**src/rtl/flash_host_pkg.sv**
```systemverilog
// constants shared by the flash status host controller
`default_nettype none
package flash_host_pkg;
   localparam int CLK_NS = 50;
   localparam int ADDR_W = 26;
   localparam int DATA_W = 16;
   localparam int REG_AW = 8;
   // strobe timing of the flash bus
   localparam int T_ACC_NS = 90;
   localparam int T_WP_NS = 35;
   localparam int T_PH_NS = 20;
   localparam int ACC_CYC = (T_ACC_NS + CLK_NS - 1) / CLK_NS;
   localparam int WP_CYC = (T_WP_NS + CLK_NS - 1) / CLK_NS;
   localparam int PH_CYC = (T_PH_NS + CLK_NS - 1) / CLK_NS;
   localparam int CNT_W = 4;
   // software register offsets
   localparam logic [REG_AW-1:0] OFF_CTRL = 8'h00;
   localparam logic [REG_AW-1:0] OFF_CMD_ADDR = 8'h04;
   localparam logic [REG_AW-1:0] OFF_CMD_DATA = 8'h08;
   localparam logic [REG_AW-1:0] OFF_POLL_ADDR = 8'h0c;
   localparam logic [REG_AW-1:0] OFF_POLL_CFG = 8'h10;
   localparam logic [REG_AW-1:0] OFF_STATE = 8'h14;
   localparam logic [REG_AW-1:0] OFF_SR_WORD = 8'h18;
   localparam logic [REG_AW-1:0] OFF_POLL_WORD = 8'h1c;
   localparam logic [REG_AW-1:0] OFF_DATA_WORD = 8'h20;
   // control register fields
   localparam int CTRL_OP_LSB = 0;
   localparam int CTRL_WAIT_READY = 3;
   localparam int CTRL_TOGGLE_DONE = 4;
   localparam logic [2:0] OP_CMD = 3'h1;
   localparam logic [2:0] OP_STATUS = 3'h2;
   localparam logic [2:0] OP_POLL = 3'h3;
   // status word bit positions
   localparam int SR_READY = 7;
   localparam int SR_ERASE_PAUSED = 6;
   localparam int SR_ERASE_RESULT = 5;
   localparam int SR_PROGRAM_RESULT = 4;
   localparam int SR_BUFFER_ABORT = 3;
   localparam int SR_PROGRAM_PAUSED = 2;
   localparam int SR_LOCKED_SECTOR = 1;
   localparam logic [DATA_W-1:0] SR_MASK = 16'h00fe;
   // polling word bit positions
   localparam int PB_POLL = 7;
   localparam int PB_TOGGLE_ONE = 6;
   localparam int PB_TIMEOUT = 5;
   localparam int PB_ERASE_TIMER = 3;
   localparam int PB_TOGGLE_TWO = 2;
   localparam int PB_ABORT = 1;
   localparam logic [DATA_W-1:0] POLL_MASK = 16'h00ee;
   // state register fields
   localparam int ST_BUSY = 0;
   localparam int ST_DONE = 1;
   localparam int ST_FAIL_TIMEOUT = 2;
   localparam int ST_FAIL_ABORT = 3;
   localparam int ST_TB1_TOGGLED = 4;
   localparam int ST_TB2_TOGGLED = 5;
   localparam int ST_ERASE_TIMER = 6;
   localparam int ST_SR_READY = 7;
   localparam int ST_PIN_READY = 8;
   typedef enum logic [2:0] {
      st_idle = 3'b000,
      st_cmd = 3'b001,
      st_sr_read = 3'b011,
      st_poll = 3'b010,
      st_final = 3'b110
   } host_state_t;
   typedef enum logic [1:0] {
      ph_idle = 2'b00,
      ph_active = 2'b01,
      ph_hold = 2'b11
   } bus_phase_t;
endpackage
`default_nettype wire

```
**src/rtl/flash_bus_cycle.sv**
```systemverilog
// one asynchronous read or write cycle on the flash pins
`default_nettype none
module flash_bus_cycle (
   input wire logic clk,
   input wire logic rst_b,
   input wire logic start,
   input wire logic write,
   input wire logic [flash_host_pkg::ADDR_W-1:0] addr,
   input wire logic [flash_host_pkg::DATA_W-1:0] wdata,
   output logic done,
   output logic [flash_host_pkg::DATA_W-1:0] rdata,
   output logic [flash_host_pkg::ADDR_W-1:0] flash_addr,
   output logic [flash_host_pkg::DATA_W-1:0] dq_out,
   output logic dq_oe,
   input wire logic [flash_host_pkg::DATA_W-1:0] dq_in,
   output logic chip_select_n,
   output logic output_strobe_n,
   output logic write_strobe_n
);
   import flash_host_pkg::*;
   bus_phase_t phase_reg, phase_next;
   logic [CNT_W-1:0] cnt_reg, cnt_next;
   logic cs_next, os_next, ws_next, oe_next;
   logic [ADDR_W-1:0] addr_next;
   logic [DATA_W-1:0] dout_next, rdata_next;
   wire logic cnt_zero = (cnt_reg == '0);
   wire logic launch;

   assign done = (phase_reg == ph_hold) && cnt_zero;
   assign launch = start && ((phase_reg == ph_idle) || done);

   always_comb begin
      phase_next = phase_reg;
      cnt_next = cnt_reg;
      cs_next = chip_select_n;
      os_next = output_strobe_n;
      ws_next = write_strobe_n;
      oe_next = dq_oe;
      addr_next = flash_addr;
      dout_next = dq_out;
      rdata_next = rdata;
      if (launch) begin
         phase_next = ph_active;
         cnt_next = write ? CNT_W'(WP_CYC - 1) : CNT_W'(ACC_CYC - 1);
         addr_next = addr;
         dout_next = wdata;
         oe_next = write;
         cs_next = 1'b0;
         os_next = write;
         ws_next = ~write;
      end else if (phase_reg == ph_active) begin
         if (cnt_zero) begin
            // rising strobe edges latch a command or close the read
            if (!dq_oe) begin
               rdata_next = dq_in;
            end
            cs_next = 1'b1;
            os_next = 1'b1;
            ws_next = 1'b1;
            phase_next = ph_hold;
            cnt_next = CNT_W'(PH_CYC - 1);
         end else begin
            cnt_next = cnt_reg - 1'b1;
         end
      end else if (phase_reg == ph_hold) begin
         if (cnt_zero) begin
            oe_next = 1'b0;
            phase_next = ph_idle;
         end else begin
            cnt_next = cnt_reg - 1'b1;
         end
      end
   end

   always_ff @(posedge clk or negedge rst_b) begin
      if (!rst_b) begin
         phase_reg <= ph_idle;
         cnt_reg <= '0;
         chip_select_n <= 1'b1;
         output_strobe_n <= 1'b1;
         write_strobe_n <= 1'b1;
         dq_oe <= 1'b0;
         flash_addr <= '0;
         dq_out <= '0;
         rdata <= '0;
      end else begin
         phase_reg <= phase_next;
         cnt_reg <= cnt_next;
         chip_select_n <= cs_next;
         output_strobe_n <= os_next;
         write_strobe_n <= ws_next;
         dq_oe <= oe_next;
         flash_addr <= addr_next;
         dq_out <= dout_next;
         rdata <= rdata_next;
      end
   end
endmodule // flash_bus_cycle
`default_nettype wire

```
**src/rtl/flash_status_monitor.sv**
```systemverilog
// host controller that reads flash status words and polls embedded algorithms
// Function
// - status bits 15:8 undefined; host masks them
// - ready when idle; lower bits valid then
// - after suspend, reread status until ready
// - buffered program polls last loaded address
// - erase poll bit 0, then 1; address sector
// - read true data on following read cycle
`default_nettype none
module flash_status_monitor (
   input wire logic clk,
   input wire logic rst_b,
   input wire logic [flash_host_pkg::REG_AW-1:0] sw_addr,
   input wire logic [31:0] sw_wdata,
   input wire logic sw_write,
   input wire logic sw_read,
   output logic [31:0] sw_rdata,
   output logic [flash_host_pkg::ADDR_W-1:0] flash_addr,
   output logic [flash_host_pkg::DATA_W-1:0] dq_out,
   output logic dq_oe,
   input wire logic [flash_host_pkg::DATA_W-1:0] dq_in,
   output logic chip_select_n,
   output logic output_strobe_n,
   output logic write_strobe_n,
   input wire logic ready_busy_n
);
   import flash_host_pkg::*;

   host_state_t state_reg, state_next;
   logic [2:0] op_reg, op_next;
   logic wait_ready_reg, wait_ready_next;
   logic toggle_done_reg, toggle_done_next;
   logic [ADDR_W-1:0] cmd_addr_reg, poll_addr_reg;
   logic [DATA_W-1:0] cmd_data_reg, expect_reg;
   logic [DATA_W-1:0] sr_word_reg, sr_word_next;
   logic [DATA_W-1:0] poll_word_reg, poll_word_next;
   logic [DATA_W-1:0] data_word_reg, data_word_next;
   logic first_reg, first_next;
   logic timeout_seen_reg, timeout_seen_next;
   logic done_reg, done_next;
   logic fail_timeout_reg, fail_timeout_next;
   logic fail_abort_reg, fail_abort_next;
   logic tb1_tog_reg, tb1_tog_next;
   logic tb2_tog_reg, tb2_tog_next;
   logic [31:0] sw_rdata_next;
   logic bus_start, bus_write;
   logic [ADDR_W-1:0] bus_addr;
   logic [DATA_W-1:0] bus_wdata;
   logic bus_done;
   logic [DATA_W-1:0] bus_rdata;

   // software port decode
   wire logic busy = (state_reg != st_idle);
   wire logic wr_ctrl = sw_write && (sw_addr == OFF_CTRL);
   wire logic wr_cmd_addr = sw_write && (sw_addr == OFF_CMD_ADDR);
   wire logic wr_cmd_data = sw_write && (sw_addr == OFF_CMD_DATA);
   wire logic wr_poll_addr = sw_write && (sw_addr == OFF_POLL_ADDR);
   wire logic wr_poll_cfg = sw_write && (sw_addr == OFF_POLL_CFG);
   wire logic [2:0] ctrl_op = sw_wdata[CTRL_OP_LSB +: 3];
   wire logic start_op = wr_ctrl && !busy &&
      ((ctrl_op == OP_CMD) || (ctrl_op == OP_STATUS) || (ctrl_op == OP_POLL));

   // evaluation of a polling word just read
   wire logic [DATA_W-1:0] poll_masked = bus_rdata & POLL_MASK;
   wire logic poll_match = (bus_rdata[PB_POLL] == expect_reg[PB_POLL]);
   wire logic tb1_changed = (bus_rdata[PB_TOGGLE_ONE] != poll_word_reg[PB_TOGGLE_ONE]);
   wire logic tb2_changed = (bus_rdata[PB_TOGGLE_TWO] != poll_word_reg[PB_TOGGLE_TWO]);
   wire logic toggle_stopped = toggle_done_reg && !tb1_changed;
   wire logic sr_ready_now = bus_rdata[SR_READY];

   always_comb begin
      state_next = state_reg;
      op_next = op_reg;
      wait_ready_next = wait_ready_reg;
      toggle_done_next = toggle_done_reg;
      sr_word_next = sr_word_reg;
      poll_word_next = poll_word_reg;
      data_word_next = data_word_reg;
      first_next = first_reg;
      timeout_seen_next = timeout_seen_reg;
      done_next = done_reg;
      fail_timeout_next = fail_timeout_reg;
      fail_abort_next = fail_abort_reg;
      tb1_tog_next = tb1_tog_reg;
      tb2_tog_next = tb2_tog_reg;
      bus_start = 1'b0;
      bus_write = 1'b0;
      bus_addr = poll_addr_reg;
      bus_wdata = cmd_data_reg;
      unique case (state_reg)
         st_idle: begin
            if (start_op) begin
               op_next = ctrl_op;
               wait_ready_next = sw_wdata[CTRL_WAIT_READY];
               toggle_done_next = sw_wdata[CTRL_TOGGLE_DONE];
               done_next = 1'b0;
               fail_timeout_next = 1'b0;
               fail_abort_next = 1'b0;
               tb1_tog_next = 1'b0;
               tb2_tog_next = 1'b0;
               first_next = 1'b1;
               timeout_seen_next = 1'b0;
               bus_start = 1'b1;
               if (ctrl_op == OP_POLL) begin
                  state_next = st_poll;
               end else begin
                  // command word, status-read command among them
                  bus_write = 1'b1;
                  bus_addr = cmd_addr_reg;
                  state_next = st_cmd;
               end
            end
         end
         st_cmd: begin
            if (bus_done) begin
               if (op_reg == OP_STATUS) begin
                  // one read takes the overlay word and leaves the overlay
                  bus_start = 1'b1;
                  bus_addr = cmd_addr_reg;
                  state_next = st_sr_read;
               end else begin
                  done_next = 1'b1;
                  state_next = st_idle;
               end
            end
         end
         st_sr_read: begin
            if (bus_done) begin
               sr_word_next = bus_rdata & SR_MASK;
               if (wait_ready_reg && !sr_ready_now) begin
                  // still settling after suspend: ask again
                  bus_start = 1'b1;
                  bus_write = 1'b1;
                  bus_addr = cmd_addr_reg;
                  state_next = st_cmd;
               end else begin
                  done_next = 1'b1;
                  state_next = st_idle;
               end
            end
         end
         st_poll: begin
            if (bus_done) begin
               poll_word_next = poll_masked;
               first_next = 1'b0;
               bus_start = 1'b1;
               if (!first_reg) begin
                  tb1_tog_next = tb1_changed;
                  tb2_tog_next = tb2_changed;
               end
               if (!first_reg && (poll_match || toggle_stopped)) begin
                  // poll bit may settle ahead of the rest: fetch once more
                  state_next = st_final;
               end else if (bus_rdata[PB_ABORT]) begin
                  bus_start = 1'b0;
                  fail_abort_next = 1'b1;
                  done_next = 1'b1;
                  state_next = st_idle;
               end else if (bus_rdata[PB_TIMEOUT] && timeout_seen_reg) begin
                  bus_start = 1'b0;
                  fail_timeout_next = 1'b1;
                  done_next = 1'b1;
                  state_next = st_idle;
               end else if (bus_rdata[PB_TIMEOUT]) begin
                  // recheck once, the poll bit may move with the timeout bit
                  timeout_seen_next = 1'b1;
               end
            end
         end
         st_final: begin
            if (bus_done) begin
               data_word_next = bus_rdata;
               done_next = 1'b1;
               state_next = st_idle;
            end
         end
         default: begin
            state_next = st_idle;
         end
      endcase
   end

   // register read mux, data one cycle after the strobe
   always_comb begin
      sw_rdata_next = 32'h0000_0000;
      if (sw_read) begin
         unique case (sw_addr)
            OFF_CMD_ADDR: sw_rdata_next = 32'(cmd_addr_reg);
            OFF_CMD_DATA: sw_rdata_next = 32'(cmd_data_reg);
            OFF_POLL_ADDR: sw_rdata_next = 32'(poll_addr_reg);
            OFF_POLL_CFG: sw_rdata_next = 32'(expect_reg);
            OFF_STATE: begin
               sw_rdata_next[ST_BUSY] = busy;
               sw_rdata_next[ST_DONE] = done_reg;
               sw_rdata_next[ST_FAIL_TIMEOUT] = fail_timeout_reg;
               sw_rdata_next[ST_FAIL_ABORT] = fail_abort_reg;
               sw_rdata_next[ST_TB1_TOGGLED] = tb1_tog_reg;
               sw_rdata_next[ST_TB2_TOGGLED] = tb2_tog_reg;
               sw_rdata_next[ST_ERASE_TIMER] = poll_word_reg[PB_ERASE_TIMER];
               sw_rdata_next[ST_SR_READY] = sr_word_reg[SR_READY];
               sw_rdata_next[ST_PIN_READY] = ready_busy_n;
            end
            OFF_SR_WORD: sw_rdata_next = 32'(sr_word_reg);
            OFF_POLL_WORD: sw_rdata_next = 32'(poll_word_reg);
            OFF_DATA_WORD: sw_rdata_next = 32'(data_word_reg);
            default: sw_rdata_next = 32'h0000_0000;
         endcase
      end
   end

   always_ff @(posedge clk or negedge rst_b) begin
      if (!rst_b) begin
         state_reg <= st_idle;
         op_reg <= 3'h0;
         wait_ready_reg <= 1'b0;
         toggle_done_reg <= 1'b0;
         sr_word_reg <= '0;
         poll_word_reg <= '0;
         data_word_reg <= '0;
         first_reg <= 1'b0;
         timeout_seen_reg <= 1'b0;
         done_reg <= 1'b0;
         fail_timeout_reg <= 1'b0;
         fail_abort_reg <= 1'b0;
         tb1_tog_reg <= 1'b0;
         tb2_tog_reg <= 1'b0;
         sw_rdata <= 32'h0000_0000;
      end else begin
         state_reg <= state_next;
         op_reg <= op_next;
         wait_ready_reg <= wait_ready_next;
         toggle_done_reg <= toggle_done_next;
         sr_word_reg <= sr_word_next;
         poll_word_reg <= poll_word_next;
         data_word_reg <= data_word_next;
         first_reg <= first_next;
         timeout_seen_reg <= timeout_seen_next;
         done_reg <= done_next;
         fail_timeout_reg <= fail_timeout_next;
         fail_abort_reg <= fail_abort_next;
         tb1_tog_reg <= tb1_tog_next;
         tb2_tog_reg <= tb2_tog_next;
         sw_rdata <= sw_rdata_next;
      end
   end

   // set-up registers, frozen while an operation runs
   always_ff @(posedge clk or negedge rst_b) begin
      if (!rst_b) begin
         cmd_addr_reg <= '0;
         cmd_data_reg <= '0;
         poll_addr_reg <= '0;
         expect_reg <= '0;
      end else begin
         if (wr_cmd_addr && !busy) cmd_addr_reg <= sw_wdata[ADDR_W-1:0];
         if (wr_cmd_data && !busy) cmd_data_reg <= sw_wdata[DATA_W-1:0];
         if (wr_poll_addr && !busy) poll_addr_reg <= sw_wdata[ADDR_W-1:0];
         if (wr_poll_cfg && !busy) expect_reg <= sw_wdata[DATA_W-1:0];
      end
   end

   flash_bus_cycle bus_cycle (
      .clk(clk),
      .rst_b(rst_b),
      .start(bus_start),
      .write(bus_write),
      .addr(bus_addr),
      .wdata(bus_wdata),
      .done(bus_done),
      .rdata(bus_rdata),
      .flash_addr(flash_addr),
      .dq_out(dq_out),
      .dq_oe(dq_oe),
      .dq_in(dq_in),
      .chip_select_n(chip_select_n),
      .output_strobe_n(output_strobe_n),
      .write_strobe_n(write_strobe_n)
   );
endmodule // flash_status_monitor
`default_nettype wire

```
**config.mk**
```make
export PLATFORM = sky130hd
export DESIGN_NAME = flash_status_monitor
export DESIGN_NICKNAME = d
export VERILOG_FILES = /design/src/rtl/flash_host_pkg.sv /design/src/rtl/flash_bus_cycle.sv /design/src/rtl/flash_status_monitor.sv
export SDC_FILE = /design/constraint.sdc
export NUM_CORES = 1
export LEC_CHECK = 0
export ABC_CLOCK_PERIOD_IN_PS = 3700
export BUFFER_PORTS_ARGS = -buffer_cell sky130_fd_sc_hd__buf_2
export CORE_UTILIZATION = 50
export DETAILED_ROUTE_END_ITERATION = 16
export HOLD_SLACK_MARGIN = 0.03
export PLACE_DENSITY = 0.82
export SLEW_MARGIN = 30
export SYNTH_ARGS = -nofsm -noshare
export SYNTH_HDL_FRONTEND = slang
export SYNTH_HIERARCHICAL = 1
export SYNTH_SLANG_ARGS = --single-unit
export TNS_END_PERCENT = 100
```
**constraint.sdc**
```tcl
create_clock -name clk -period 3.7 [get_ports clk]
set_input_delay 0.555 -clock clk [delete_from_list [all_inputs] [get_ports clk]]
set_output_delay 0.555 -clock clk [all_outputs]
set_load 0.02 [all_outputs]
```
======== Word-level counts from Yosys, hierarchy flattened ========
Cells that the tools add are included.
storage, ports and cells
  register bits after elaboration ......... 228
cells by class
  $add $sub $neg .......................... 1
  equality and inequality tests ........... 39
  multiplexer cells ....................... 89
  bitwise operators ....................... 3
  reduce and logical (&&, ||, !) cells .... 52
operators by type and width
  kind                count
  $mux 26             7
  $pmux 17 s5         1
  $pmux 26 s3         1
  $pmux 9 s8          1
  $mux 1              49
  $eq 8x5->1 const B  4
  $mux 3              8
  $mux 4              5
  $logic_and 1x1->1   17
  $eq 8x4->1 const B  2
  $ne 2x2->1 const B  8
  $eq 3x2->1 const B  5
  $pmux 3 s5          1
  $mux 2              7
  $ne 2x1->1 const B  7
  $pmux 1 s2          7
  $reduce_and 2->1    7
  $reduce_and 6->1    2
  $reduce_and 10->1   1
  $eq 8x3->1 const B  1
  $eq 8x6->1 const B  1
  $logic_not 8->1     1
  $reduce_and 4->1    2
  $reduce_bool 2->1   4
  23 further kinds    35

======== Longest topological paths before layout ========
  depth in word-level cells ............... 11
  depth in mapped cells ................... 13
  mapped depth without buffers ............ 10

======== Modules after synthesis ========
Netlist, hierarchy kept.
modules (own cells, without submodules)
  module                times used  cells each  area each (um^2)  seq. area each (um^2)
  flash_status_monitor  1           576         7233.2            3853.7
  flash_bus_cycle       1           277         3065.4            1705.4

======== Least setup slack after synthesis ========
OpenSTA, ideal clock, no wires.
  path type ............................... register to register
  start ................................... register bus_cycle.cnt_reg[0]
  end ..................................... register bus_cycle/dq_out[10] (netlist bit)
  setup time .............................. 86 ps
  arrival time ............................ 3254 ps
  slack ................................... 360 ps
  cell stages (with the launch flop) ...... 14
  clock period less this slack ............ 3340 ps
  cell sequence ........................... dfrtp_1 > inv_1 > ha_1 > or3b_1 > buf_2 > nor2_1 > and4b_1 > clkbuf_1 > nand2_1 > nand3_1 > clkbuf_1 > nand4_1 > clkbuf_1 > a32oi_1
on the way
  word-level cells in the longest chain between the ends .. 5
  elaborated cells between the ends (all ways) .. 8
RTL lines
  item                       line                                                                                   text
  start, declared            flash_bus_cycle.sv:22                                                                  logic [CNT_W-1:0] cnt_reg, cnt_next;
  start signal, assigned     flash_bus_cycle.sv:88                                                                  cnt_reg <= cnt_next;
  $logic_not 4->1 (*)        flash_bus_cycle.sv:26                                                                  wire logic cnt_zero = (cnt_reg == '0);
  $logic_and 1x1->1 (*)      flash_bus_cycle.sv:29                                                                  assign done = (phase_reg == ph_hold) && cnt_zero;
  via bus_done               flash_status_monitor.sv:49                                                             logic bus_done;
  $mux 1 (on tied branches)  flash_status_monitor.sv:143, flash_status_monitor.sv:115, flash_status_monitor.sv:128
  $pmux 1 s4 (*)             flash_status_monitor.sv:90                                                             unique case (state_reg)
  via bus_start              flash_status_monitor.sv:46                                                             logic bus_start, bus_write;
  $logic_and 1x1->1 (*)      flash_bus_cycle.sv:30                                                                  assign launch = start && ((phase_reg == ph_idle) || done);
  end signal, assigned       flash_bus_cycle.sv:94                                                                  dq_out <= dout_next;
  end, declared              flash_bus_cycle.sv:13                                                                  output logic [flash_host_pkg::DATA_W-1:0] dq_out,
The timed path passes the listed nets; every way through them passes the cells marked *.
A chain may end at the register's enable or synchronous reset.

======== Final worst setup path ========
  start ................................... register bus_cycle.cnt_reg[0]
  end ..................................... register bus_cycle.output_strobe_n
on the way
  word-level cells in the longest chain between the ends .. 7
  elaborated cells between the ends (all ways) .. 13
RTL lines
  item                                line                                                                                   text
  $logic_not 4->1 (*)                 flash_bus_cycle.sv:26
  $logic_and 1x1->1 (*)               flash_bus_cycle.sv:29
  via bus_done                        flash_status_monitor.sv:49
  $mux 1 (on tied branches)           flash_status_monitor.sv:143, flash_status_monitor.sv:115, flash_status_monitor.sv:128
  $pmux 1 s4 (*)                      flash_status_monitor.sv:90
  via bus_start                       flash_status_monitor.sv:46
  $logic_and 1x1->1 (*)               flash_bus_cycle.sv:30
  $reduce_bool 2->1 (no source line)  n/a
  $reduce_and 2->1 (no source line)   n/a
  end signal, assigned                flash_bus_cycle.sv:90                                                                  output_strobe_n <= os_next;
  end, declared                       flash_bus_cycle.sv:17                                                                  output logic output_strobe_n,
Marked as above.

==> flow_summary_export.csv <==
group,metric,value,unit
setup_path,cp-end-kind,"flip-flop",
min_path,min_path_type,"input port to async pin",
global_routing,grt_pass1_wl,40650,um
clock_tree,cts_setup_buffers,0,
die,initial_utilization,0.5090,
setup_path,start_kind,"flip-flop",
finish,nets,1039,
clock_tree,hold_buffers,0,
route,routed_via_density,5.877,
power,comb_power_share,0.093,
route,wire_per_inst,20.17,um
power,clkPwrFrac,0.416,
die,fp.dieW,145.5,um
logic_synthesis,ys_ff_latch,222,
setup_path,cp_max_fo,44,
logic_synthesis,synth-simple-area-share,0.08747,
global_routing,grt_pass1_vias,7503,
logic_synthesis,synthMuxAreaShare,0.2065,
logic_synthesis,synth-adder-area-share,0.002430,
power,p_switching,1.338,mW
clock_tree,clk_latency,530,ps
clock_tree,cts_buffers,24,
sta,max_freq,288.3,MHz
clock_tree,ctsHtreeMaxLevel,1,
finish,antenna_cells,0,
sta,holdWs,8.719,ps
clock_tree,cts_tree,"built",
clock_tree,root_buffer,"clkbuf_16",
route,drc_errors,0,
power,p_sw_frac,0.2501,
logic_synthesis,synth_ff_type,"dfrtp_1",
sta,hold_violations,0,
global_routing,antenna_found_initial,1,
route,drtIter0Drc,551,
finish,fill_cells,1593,
power,power.density,447.3,mW/mm2
power,p_int,4.014,mW
global_routing,grt_max_degree,82,
power,power,5.352,mW
die,pin_count,139,
sta,finalSetupViolCount,0,
power,seq_power_share,0.491,
sta,fin_crit,3469,ps
logic_synthesis,yosysUniqueCellTypes,67,
logic_synthesis,netlist.top_cell.by_area,"dfrtp_1",
placement,dp_hpwl,16910,um
placement,gp_congestion,0.9189,
finish,areaGrowthSynthToFinish,16.17,%
finish,fin_cells,1261,
logic_synthesis,synth_edf_count,0,
sta,fin_skew,23.28,ps
global_routing,track_usage,0.2429,
setup_path,arrival,3920,ps
sta,worst_slew_pin_slew,886.6,ps
logic_synthesis,async_flop_share,1.000,
sta,period_share,0.9375,
logic_synthesis,synth-xor-area-share,0.005103,
sta,rsz0062_at_grt,"false",
setup_path,required,4150,ps
clock_tree,clockBufferDepth,3,
clock_tree,clkTransAtPathRegs,60,ps
outcome,outcome,"finished clean",
sta,report.final.slew_viol_count,0,
sta,relSlewSlack,0.4073,
logic_synthesis,synth_compound_area_frac,0.1087,
logic_synthesis,netlist_top_cells_area,"dfrtp_1 53%, mux2_2 15%, a32oi_1 3.6%",
route,ant_nets,0,
logic_synthesis,synth_warnings,6,
die,die-area,0.02117,mm2
logic_synthesis,synthesis.area,0.01030,mm2
placement,post-place-cells,1220,
logic_synthesis,ys_seq_area_frac,0.5398,
global_routing,grt.overflow.total,0,
logic_synthesis,synthMostInstantiatedCell,"dfrtp_1",
placement,io_buffers,126,
power,max-vdd-ir-drop,372.5,uV
clock_tree,cts_sinks,222,
die,core,0.02023,mm2
sta,fin_setup_tns,0,ps
finish,drive_gt1_frac,0.3582,
logic_synthesis,synth.avg_cell_area,12.07,um2
setup_path,setup.worst_path.class,"flip-flop to flip-flop",
route,firstDrtPassIters,5,
clock_tree,ctsResizeCount,0,
die,die_h,145.5,um
flow_run,max_cap_viol_count,0,
logic_synthesis,netlist_instances,853,
power,p_leak,5.500,nW
route,via_count,7411,
logic_synthesis,synth.top_cell.area_share,0.5321,
logic_synthesis,synth_common_cells,"219 x dfrtp_1, 140 x mux2_2, 65 x nor2_1",
die,rows,52,
logic_synthesis,synth_top_family_by_area,"multiplexers",
route,finalWirelength,25440,um
## power by group through the flow
stage                     Sequential, mW  Clock [mW]  Combinational [mW]
after floorplan                     2.65           0               0.310
after global placement              2.67           0               0.484
after detailed placement            2.67           0               0.494
after CTS                           2.63        2.26               0.499
after global routing                2.64        2.35               0.542
final                               2.63        2.23               0.496
## path summary, 6_finish.rpt
path / from / endpoint / slack, ps / depth (start not counted)
setup / recovery: bus_cycle/cnt_reg[0] / bus_cycle/output_strobe_n / 230 / 11
hold / removal: rst_b / sw_rdata[1] / 9 / 1
setup reg to reg: bus_cycle/cnt_reg[0] / bus_cycle/output_strobe_n / 230 / 11
hold reg to reg: toggle_done_reg / toggle_done_reg / 480 / 2
max in group asynchronous: rst_b / toggle_done_reg / 2790 / 2
min in group clk: dq_in[2] / bus_cycle/rdata[2] / 260 / 2
## area by class of cell
type / count / area [um2] / area share
Clock inverter: 6 / 45.04 / 0.003765
Multi-Input combinational cell: 523 / 4280 / 0.3578
Timing Repair Buffer: 152 / 860.8 / 0.07195
Inverter: 53 / 198.9 / 0.01663
Tap cell: 270 / 337.8 / 0.02824
Sequential cell: 222 / 5559 / 0.4647
Clock buffer: 35 / 681.9 / 0.05700
## cell families (layout without fill, tap and decap cells)
family,Yosys count,after routing
DFF,222,222
muxes,185,185
and+or+nand+nor,181,181
AOI/OAI and AO/OA,143,143
buffers and inverters,113,246
xor gates and xnor gates,6,6
adders and majority gates,2,2
other,1,6
## routing by layer
metal  up-vias  part of all wire  global-route usage
met5         -           0.00051                   0
met3        66             0.050             0.03260
li1       3316                 -                   -
met4         2             0.044              0.1037
met2       285              0.48              0.4034
met1      3742              0.42              0.3218
## metrics by stage
| stage | setup slack, ps | instance area (um2) | util |
|---|---|---|---|
| floorplan | 359.9 | 10320 | - |
| global placement | 388.7 | 11240 | 0.5553 |
| detailed placement | 353.7 | 11240 | 0.5553 |
| CTS | 329.7 | 11960 | 0.5912 |
| global route | 1.693 | 11960 | 0.5913 |
| finish | 231.3 | 11960 | 0.5913 |
## layout by cell type (no fill, tap or decap), types with 4 or more instances in the layout
cell / n
a21oi_1: 15
a22o_1: 9
a22oi_1: 29
a32oi_1: 42
and2_1: 10
buf_2: 125
buf_4: 24
clkbuf_1: 7
clkbuf_16: 24
clkbuf_8: 4
clkinv_2: 4
conb_1: 6
dfrtp_1: 219
inv_1: 53
mux2_1: 20
mux2_2: 140
mux2_4: 10
mux2i_1: 13
nand2_1: 48
nand2b_1: 4
nand3_1: 11
nor2_1: 64
nor2b_1: 5
nor4_1: 4
nor4b_1: 4
o21ai_0: 8
o22a_1: 5
o22ai_1: 9
xnor2_1: 5
## critical path: stages (launching register included)
cell and delay [ps]:
dfrtp_1 370, inv_1 110, ha_1 270, or3b_1 520
nor2_1 400, nand2_1 300, a32o_1 310, nand3_2 160
buf_4 470, nand2_1 160, a21oi_1 180, a221o_1 130
Note: power is estimated with default switching activity, not from simulation.
